### src/core/pspcr_pkg.sv
package pspcr_pkg;
  localparam logic [7:0] PSPCR_OFF_MODEL_HIGH = 8'h00;
  localparam logic [7:0] PSPCR_OFF_MODEL_MID = 8'h01;
  localparam logic [7:0] PSPCR_OFF_MODEL_LOW = 8'h02;
  localparam logic [7:0] PSPCR_OFF_PANEL_MODE = 8'h22;
  localparam logic [7:0] PSPCR_OFF_VFP = 8'h25;
  localparam logic [7:0] PSPCR_OFF_VBP = 8'h26;
  localparam logic [7:0] PSPCR_OFF_PAGE_SEL = 8'hFF;
  localparam logic [7:0] PSPCR_OFF_STATUS = 8'hFE;
  localparam logic [7:0] PSPCR_KEY_FIRST = 8'h98;
  localparam logic [7:0] PSPCR_KEY_SECOND = 8'h81;
  localparam logic [7:0] PSPCR_PAGE_MAX = 8'h0A;
  localparam logic [7:0] PSPCR_PAGE_ONE = 8'h01;
  localparam logic [7:0] PSPCR_RST_PAGE = 8'h00;
  localparam logic [7:0] PSPCR_RST_PANEL_MODE = 8'h30;
  localparam logic [7:0] PSPCR_RST_VFP = 8'h14;
  localparam logic [7:0] PSPCR_RST_VBP = 8'h14;
  localparam int PSPCR_POS_EXP = 4;
  localparam int PSPCR_POS_ORDER = 3;
  localparam int PSPCR_POS_POL = 2;
  localparam int PSPCR_POS_SRC = 1;
  localparam int PSPCR_POS_GATE = 0;
  localparam logic [7:0] PSPCR_MODE_MASK = 8'h3F;
  localparam logic [7:0] PSPCR_PORCH_MIN = 8'h02;

  typedef enum logic [1:0] {
    PSPCR_UNLOCK_IDLE = 2'b00,
    PSPCR_UNLOCK_KEY1 = 2'b01,
    PSPCR_UNLOCK_KEY2 = 2'b10
  } pspcr_unlock_t;

  typedef struct packed {
    logic [1:0] color_expansion_format;
    logic color_filter_order;
    logic panel_polarity_select;
    logic source_scan_reverse;
    logic gate_scan_reverse;
  } pspcr_panel_t;
endpackage

### src/core/pspcr_regs.sv
// Our own choice: the plain strobed port.
`timescale 1ns/10ps
module pspcr_regs
  import pspcr_pkg::*;
#(
  parameter logic [23:0] MODEL_CODE = 24'hA5_5A_01
) (
  input wire logic clock,
  input wire logic rst,
  input wire logic [7:0] addr,
  input wire logic [7:0] wr_data,
  input wire logic wr_en,
  input wire logic rd_en,
  output logic [7:0] rd_data,
  output logic [7:0] page_number,
  output logic page_reserved,
  output pspcr_panel_t panel_mode,
  output logic [7:0] vertical_front_porch_lines,
  output logic [7:0] vertical_back_porch_lines,
  output logic porch_setting_error
);
  // MODEL_CODE default is arbitrary

  pspcr_unlock_t unlock_reg, unlock_next;
  logic [7:0] page_reg, page_next;
  logic [7:0] mode_reg, mode_next;
  logic [7:0] vfp_reg, vfp_next;
  logic [7:0] vbp_reg, vbp_next;
  logic [7:0] rd_reg, rd_next;
  logic on_page1;
  logic sel_page;

  assign on_page1 = (page_reg == PSPCR_PAGE_ONE);
  assign sel_page = (addr == PSPCR_OFF_PAGE_SEL);

  // Unlock sequence; any other write to the select address restarts it
  always_comb begin
    unlock_next = unlock_reg;
    page_next = page_reg;
    if (wr_en && sel_page) begin
      case (unlock_reg)
        PSPCR_UNLOCK_IDLE: begin
          unlock_next = (wr_data == PSPCR_KEY_FIRST) ? PSPCR_UNLOCK_KEY1 : PSPCR_UNLOCK_IDLE;
        end
        PSPCR_UNLOCK_KEY1: begin
          unlock_next = (wr_data == PSPCR_KEY_SECOND) ? PSPCR_UNLOCK_KEY2 : PSPCR_UNLOCK_IDLE;
        end
        PSPCR_UNLOCK_KEY2: begin
          page_next = wr_data;
          unlock_next = PSPCR_UNLOCK_IDLE;
        end
        default: begin
          unlock_next = PSPCR_UNLOCK_IDLE;
        end
      endcase
    end
  end

  // Page registers only write on page 1
  always_comb begin
    mode_next = mode_reg;
    vfp_next = vfp_reg;
    vbp_next = vbp_reg;
    if (wr_en && on_page1) begin
      case (addr)
        PSPCR_OFF_PANEL_MODE: begin
          mode_next = wr_data & PSPCR_MODE_MASK;
        end
        PSPCR_OFF_VFP: begin
          vfp_next = wr_data;
        end
        PSPCR_OFF_VBP: begin
          vbp_next = wr_data;
        end
        default: begin
          mode_next = mode_reg;
        end
      endcase
    end
  end

  // Unmapped reads return zero
  always_comb begin
    rd_next = 8'h00;
    if (rd_en) begin
      if (addr == PSPCR_OFF_STATUS) begin
        rd_next = page_reg;
      end else if (on_page1) begin
        case (addr)
          PSPCR_OFF_MODEL_HIGH: rd_next = MODEL_CODE[23:16];
          PSPCR_OFF_MODEL_MID: rd_next = MODEL_CODE[15:8];
          PSPCR_OFF_MODEL_LOW: rd_next = MODEL_CODE[7:0];
          PSPCR_OFF_PANEL_MODE: rd_next = mode_reg;
          PSPCR_OFF_VFP: rd_next = vfp_reg;
          PSPCR_OFF_VBP: rd_next = vbp_reg;
          default: rd_next = 8'h00;
        endcase
      end
    end
  end

  always_ff @(posedge clock) begin
    if (rst) begin
      unlock_reg <= PSPCR_UNLOCK_IDLE;
      page_reg <= PSPCR_RST_PAGE;
      mode_reg <= PSPCR_RST_PANEL_MODE;
      vfp_reg <= PSPCR_RST_VFP;
      vbp_reg <= PSPCR_RST_VBP;
      rd_reg <= 8'h00;
    end else begin
      unlock_reg <= unlock_next;
      page_reg <= page_next;
      mode_reg <= mode_next;
      vfp_reg <= vfp_next;
      vbp_reg <= vbp_next;
      rd_reg <= rd_next;
    end
  end

  assign rd_data = rd_reg;
  assign page_number = page_reg;
  assign page_reserved = (page_reg > PSPCR_PAGE_MAX);
  assign panel_mode.color_expansion_format = mode_reg[PSPCR_POS_EXP +: 2];
  assign panel_mode.color_filter_order = mode_reg[PSPCR_POS_ORDER];
  assign panel_mode.panel_polarity_select = mode_reg[PSPCR_POS_POL];
  assign panel_mode.source_scan_reverse = mode_reg[PSPCR_POS_SRC];
  assign panel_mode.gate_scan_reverse = mode_reg[PSPCR_POS_GATE];
  assign vertical_front_porch_lines = vfp_reg;
  assign vertical_back_porch_lines = vbp_reg;
  // Flag only; prohibited values are stored as written
  assign porch_setting_error = (vfp_reg < PSPCR_PORCH_MIN) || (vbp_reg < PSPCR_PORCH_MIN);
endmodule // pspcr_regs

### config.mk
export PLATFORM = sky130hd
export DESIGN_NAME = pspcr_regs
export DESIGN_NICKNAME = d
export VERILOG_FILES = /design/src/core/pspcr_pkg.sv /design/src/core/pspcr_regs.sv
export SDC_FILE = /design/constraint.sdc
export NUM_CORES = 1
export LEC_CHECK = 0
export ABC_AREA = 1
export BUFFER_PORTS_ARGS = -buffer_cell sky130_fd_sc_hd__buf_2
export CELL_PAD_IN_SITES_DETAIL_PLACEMENT = 0
export CELL_PAD_IN_SITES_GLOBAL_PLACEMENT = 1
export CORE_UTILIZATION = 38
export CTS_CLUSTER_SIZE = 12
export DETAILED_ROUTE_END_ITERATION = 8
export HOLD_SLACK_MARGIN = 0.05
export PLACE_DENSITY = 0.9
export SYNTH_ARGS = -nofsm -noshare
export SYNTH_HDL_FRONTEND = slang
export SYNTH_SLANG_ARGS = --single-unit
### constraint.sdc
create_clock -name clock -period 2.7 [get_ports clock]
set_input_delay 0.54 -clock clock [delete_from_list [all_inputs] [get_ports clock]]
set_output_delay 0.54 -clock clock [all_outputs]
set_load 0.01 [all_outputs]
==> impl_metrics.yaml, run 1 <==
run_status:
  status: "complete, but fails checks"
  violations: "DRC"
cts:
  ctsHoldBuffers: 0
  clk_latency_ps: 300
  htreeDepth: 2
  cts.sinks: 40
  cts_tree: "done"
  cts_root_buf: "clkbuf_8"
  cts_buffers: 5
  clockBufferDepth: 2
  clk_pin_slew_ps: 80
  post_cts_buffers: 0
  cts-resized-gates: 0
sta:
  fin_skew_ps: 5.986
  finalSetupViolCount: 0
  period_share: 0.6704
  worstMarginPinSlew_ps: 526.4
  maxSlewViolCount: 0
  timing.fmax_ghz: 0.5524
  fin_crit_ps: 1810
  fin_tns_setup_ps: 0
  fin_ws_ps: 889.8
  relSlewSlack: 0.6487
  rsz0062_at_grt: "no"
  hold_violations: 0
yosys:
  ys_seq_elements: 40
  synth.area.mux_share: 0
  synth-adder-area-share: 0
  ys_seq_area_frac: 0.4097
  yosysWarnings: 0
  synth_top_family_by_area: "simple AND/OR/NAND/NOR gates"
  synth-xor-area-share: 0
  synth_edf_count: 0
  syn_area_um2: 1954
  ys_types: 26
  synth_compound_area_frac: 0.1460
  yosys.area_share.simple: 0.3412
  synth_cells: 283
  syn_nets: 303
  syn_avg_cell_area_um2: 6.906
  synthFlopType: "dfxtp_1"
  synth-async-reset-ratio: 0
worst_hold_path:
  hold_path_class: "input pin to flop"
  hold_depth: 2
  hp-start: "rst"
floorplanning:
  die_h_um: 73.72
  core-area_um2: 4848
  die_x_um: 73.72
  die_area_um2: 5434
  num_rows: 25
  ios: 60
  initial_utilization: 0.4031
setup_path:
  worst-r2r-setup-slack_ps: 1140
  arrival_ps: 1270
  worst_path_largest_cell_delay_ps: 370
  cp_max_fo: 4
  crit_type: "flop to output pin"
  cp.depth: 3
  worstReg2RegEnd: "vertical_back_porch_lines[5]"
  path_cells: "nor4_1 -> a32o_1 -> buf_2"
  endpoint: "porch_setting_error"
  reg2reg_depth: 8
  endpoint_kind: "output pin"
  r2r_start: "page_number[3]"
  critPathLaunchType: "flop"
  critPathTopFamily: "flip-flops"
  critPathLaunch: "vertical_back_porch_lines[4]"
  required_ps: 2160
  path_buf_inv: 1
  worst_path_max_delay_cell: "dfxtp_1"
routing:
  ant_nets: 0
  detail_route.iter0.violations: 161
  drtPass1Iterations: 6
  via_per_inst: 4.893
  drcViolationCount: 1
  wl_per_cell_um: 13.25
  vias: 2016
  routed_wl_mm: 5.460
final_layout:
  nets: 364
  multi_input_area_um2: 952.2
  fillers: 475
  final_cells: 412
  seq_area_um2: 800.8
  final_common_cell: "buf_2"
  num_antenna_cells: 0
  drive_gt1_frac: 0.2348
  final_cell_mix: "buf_2 (59), nand2_1 (57), dfxtp_1 (40), nor2_1 (38), inv_1 (37)"
  area_growth_syn_to_layout_pct: 22.73
global_route:
  antenna_found_initial: 0
  grt_max_degree: 20
  overflow: 0
  grt_pass1_vias: 1817
  grt_use_total: 0.2180
  grt_pass1_wl_mm: 8.763
pwr:
  clock_power_share: 0.393
  p_leak_nw: 1.164
  powerDensity_nw_per_um2: 450.2
  p_switching_uw: 263.7
  p_seq_frac: 0.546
  switching_share: 0.2443
  power_report.internal_total_uw: 816.1
  worst_ir_drop_vdd_mv: 0.3192
  power_frac_comb: 0.061
placement:
  port_buffers: 59
  hpwlAfterDp_mm: 4.259
  gp_congestion: 0.9131
  dp_cells: 404
  pre_cts_slack_ps: 687.9
run:
  cap_violations: 0
[synth_stat cells (2+ instances only)]
master | number | area share
o211ai_1 | 5 | 0.019
nor4_1 | 4 | 0.013
nand3_1 | 24 | 0.061
nor2_1 | 38 | 0.073
buf_4 | 2 | 0.0077
nand2_1 | 57 | 0.11
buf_2 | 3 | 0.0077
o21ai_0 | 26 | 0.067
dfxtp_1 | 40 | 0.41
nand4_1 | 8 | 0.026
a21oi_1 | 20 | 0.051
inv_1 | 37 | 0.071
nor3_1 | 3 | 0.0077
nor2_2 | 4 | 0.013
[how the worst min path moves through the flow]
stage,end,slack [ps]
after global placement,vertical_front_porch_lines[5],470
after global routing,unlock_reg[0],420
after CTS,unlock_reg[0],390
after detailed placement,vertical_back_porch_lines[0],480
after floorplan,vertical_back_porch_lines[0],480
final,unlock_reg[0],390
[logic make-up (layout without fill, tap and decap cells)]
group                  Yosys count  count (layout)
buffers and inverters           46             108
AOI/OAI and AO/OA               53              53
and+or+nand+nor                144             144
DFF                             40              40
[final cells by class]
class,instances,share of cell area
multi-input cells,197,0.3970
inverters,37,0.05790
repair buffers,63,0.1356
clock buffers,6,0.03443
well taps,67,0.03495
flip-flops and latches,40,0.3339
clock inverters,2,0.006260
[per-layer routing]
| layer | vias up | routed length, um | global-route usage | share of wire |
|---|---|---|---|---|
| met3 | 8 | 282 | 0.03841 | 0.052 |
| met5 | - | 0 | 0 | 0 |
| li1 | 1051 | - | - | - |
| met4 | 0 | 82 | 0.07692 | 0.015 |
| met1 | 895 | 2561 | 0.2977 | 0.47 |
| met2 | 62 | 2533 | 0.3435 | 0.46 |
[metrics by stage]
step	power [mW]	cell area (um^2)	hold slack, ps	utilization
final	1.080	2399	393.7	0.4947
after global routing	1.121	2399	419.0	0.4947
after CTS	1.090	2399	389.3	0.4947
after detailed placement	0.6686	2301	476.5	0.4746
after global placement	0.6688	2301	472.4	0.4746
after floorplan	0.6384	1954	482.6	-
[power by group through the flow]
stage	combinational [mW]	clock, mW	sequential, mW
after floorplan	0.0351	0	0.603
after global placement	0.0655	0	0.603
after detailed placement	0.0654	0	0.603
after CTS	0.0656	0.435	0.589
after global routing	0.0736	0.458	0.589
final	0.0657	0.425	0.589
Power figures use the tool's default switching activity.
==> run 2, diff against run 1 <==
- CORE_UTILIZATION: 38 -> 35
- PLACE_DENSITY: 0.9 -> 0.85
- clock period: 2.7 -> 1.89 ns (I/O delays scaled with it)
==> run 2 against run 1 <==
Against the previous run: the run now ends clean; largest cell class unchanged; utilization down 2.7 points; die area up 8.3%; count of clock-buffer cells in the layout unchanged; via count up 1.1%.
==> impl_metrics.yaml, run 2 (synthesized netlist as in run 1, its figures left out) <==
run_status:
  status: "finished, final reports clean"
setup_path:
  path_buf_inv: 1
  reg2reg_depth: 8
  worst-r2r-setup-slack_ps: 330
  cp_max_fo: 4
  worst_path_max_delay_cell: "dfxtp_1"
  crit_type: "flop to output pin"
  path_cells: "nor4_1 -> a32o_1 -> buf_2"
  r2r_start: "page_number[4]"
  critPathLaunchType: "flop"
  arrival_ps: 1260
  worstReg2RegEnd: "vertical_back_porch_lines[7]"
  required_ps: 1510
  critPathTopFamily: "flip-flops"
  worst_path_largest_cell_delay_ps: 370
  endpoint_kind: "output pin"
final_layout:
  area_growth_syn_to_layout_pct: 25.35
  final_cells: 420
  num_antenna_cells: 0
  final_common_cell: "buf_2"
  nets: 369
  finalInstanceArea_um2: 2450
  drive_gt1_frac: 0.2429
  fillers: 572
  final_cell_mix: "buf_2 (59), nand2_1 (57), dfxtp_1 (40), nor2_1 (38), inv_1 (37)"
floorplanning:
  die_h_um: 76.73
  ios: 60
  num_rows: 26
  core-area_um2: 5238
  die_x_um: 76.73
  die_area_um2: 5887
  initial_utilization: 0.3731
sta:
  timing.fmax_ghz: 0.6096
  hold_violations: 0
  fin_crit_ps: 1640
  finalSetupViolCount: 0
  fin_tns_setup_ps: 0
  maxSlewViolCount: 0
  worstMarginPinSlew_ps: 450.1
  fin_skew_ps: 5.967
  rsz0062_at_grt: "no"
  holdWs_ps: 250.3
  period_share: 0.8680
  relSlewSlack: 0.6977
global_route:
  antenna_found_initial: 0
  overflow: 0
  grt_pass1_vias: 1905
  grt_max_degree: 24
  grt_pass1_wl_mm: 9.287
  grt_use_total: 0.2021
placement:
  gp_congestion: 0.8470
  dp_cells: 412
  placed_area_um2: 2342
  hpwlAfterDp_mm: 4.325
  port_buffers: 59
worst_hold_path:
  hold_end: "unlock_reg[0]"
  hp-start: "rst"
  hold_path_class: "input pin to flop"
  hold_depth: 2
routing:
  drtPass1Iterations: 4
  drcViolationCount: 0
  routed_wl_mm: 5.632
  ant_nets: 0
  detail_route.iter0.violations: 181
  vias: 2039
  wl_per_cell_um: 13.41
  via_per_inst: 4.855
pwr:
  totalPowerFinal_mw: 1.626
  power_report.internal_total_mw: 1.266
  p_seq_frac: 0.518
  clock_power_share: 0.421
  powerDensity_nw_per_um2: 663.7
  p_leak_nw: 1.202
  switching_share: 0.2215
  power_frac_comb: 0.061
  p_switching_uw: 360.2
  worst_ir_drop_vdd_mv: 0.4317
cts:
  cts-resized-gates: 0
  cts_buffers: 5
  htreeDepth: 2
  cts_tree: "done"
  ctsHoldBuffers: 0
  cts.sinks: 40
  clk_latency_ps: 290
  cts_root_buf: "clkbuf_8"
  post_cts_buffers: 0
  clk_pin_slew_ps: 80
  clockBufferDepth: 2
run:
  cap_violations: 0
run 2: worst reg2reg max path, stage by stage (launching register included):
cell,delay (ps)
dfxtp_1,350
inv_1,90
nand4_1,110
nor2_1,100
buf_4,170
nand4_1,140
buf_4,210
o21ai_0,200
a21oi_1,70
run 2: worst max path at each step:
| stage | endpoint | cells after the start | from |
|---|---|---|---|
| 2_1_floorplan | vertical_front_porch_lines[6] | 7 | page_number[0] |
| 3_3_place_gp | vertical_front_porch_lines[6] | 7 | addr[3] |
| 3_5_place_dp | vertical_front_porch_lines[3] | 7 | addr[3] |
| 4_1_cts | porch_setting_error | 3 | vertical_back_porch_lines[4] |
| 5_1_grt | porch_setting_error | 3 | vertical_back_porch_lines[4] |
| 6_report | porch_setting_error | 3 | vertical_back_porch_lines[4] |
run 2: through the flow:
stage	worst slack, ps	util
after floorplan	479.6	-
after global placement	206.6	0.4472
after detailed placement	161.5	0.4472
after CTS	246.8	0.4678
after global routing	129.8	0.4678
final	249.5	0.4678
run 2: power groups by stage:
stage | Clock [mW] | Sequential, mW | Combinational, mW
floorplan | 0 | 0.862 | 0.0502
global placement | 0 | 0.862 | 0.0995
detailed placement | 0 | 0.862 | 0.0991
CTS | 0.694 | 0.842 | 0.0995
global route | 0.723 | 0.842 | 0.111
finish | 0.685 | 0.842 | 0.0989
run 2: area by class of cell:
cell class                 count  area [um^2]  area share
clock buffer                   6        72.57     0.02962
tap                           70        87.58     0.03575
clock inverter                 2        35.03     0.01430
timing repair buffer          68        362.8      0.1481
multi-input combinational    197        952.2      0.3887
sequential                    40        800.8      0.3269
inverter                      37        138.9     0.05669
run 2: routing by layer:
metal / vias to the layer above / track usage / routed length (um)
met5: - / 0 / 0
met4: 0 / 0.06346 / 74
met3: 7 / 0.04048 / 240
met2: 53 / 0.3223 / 2587
met1: 921 / 0.2722 / 2729
li1: 1058 / - / -
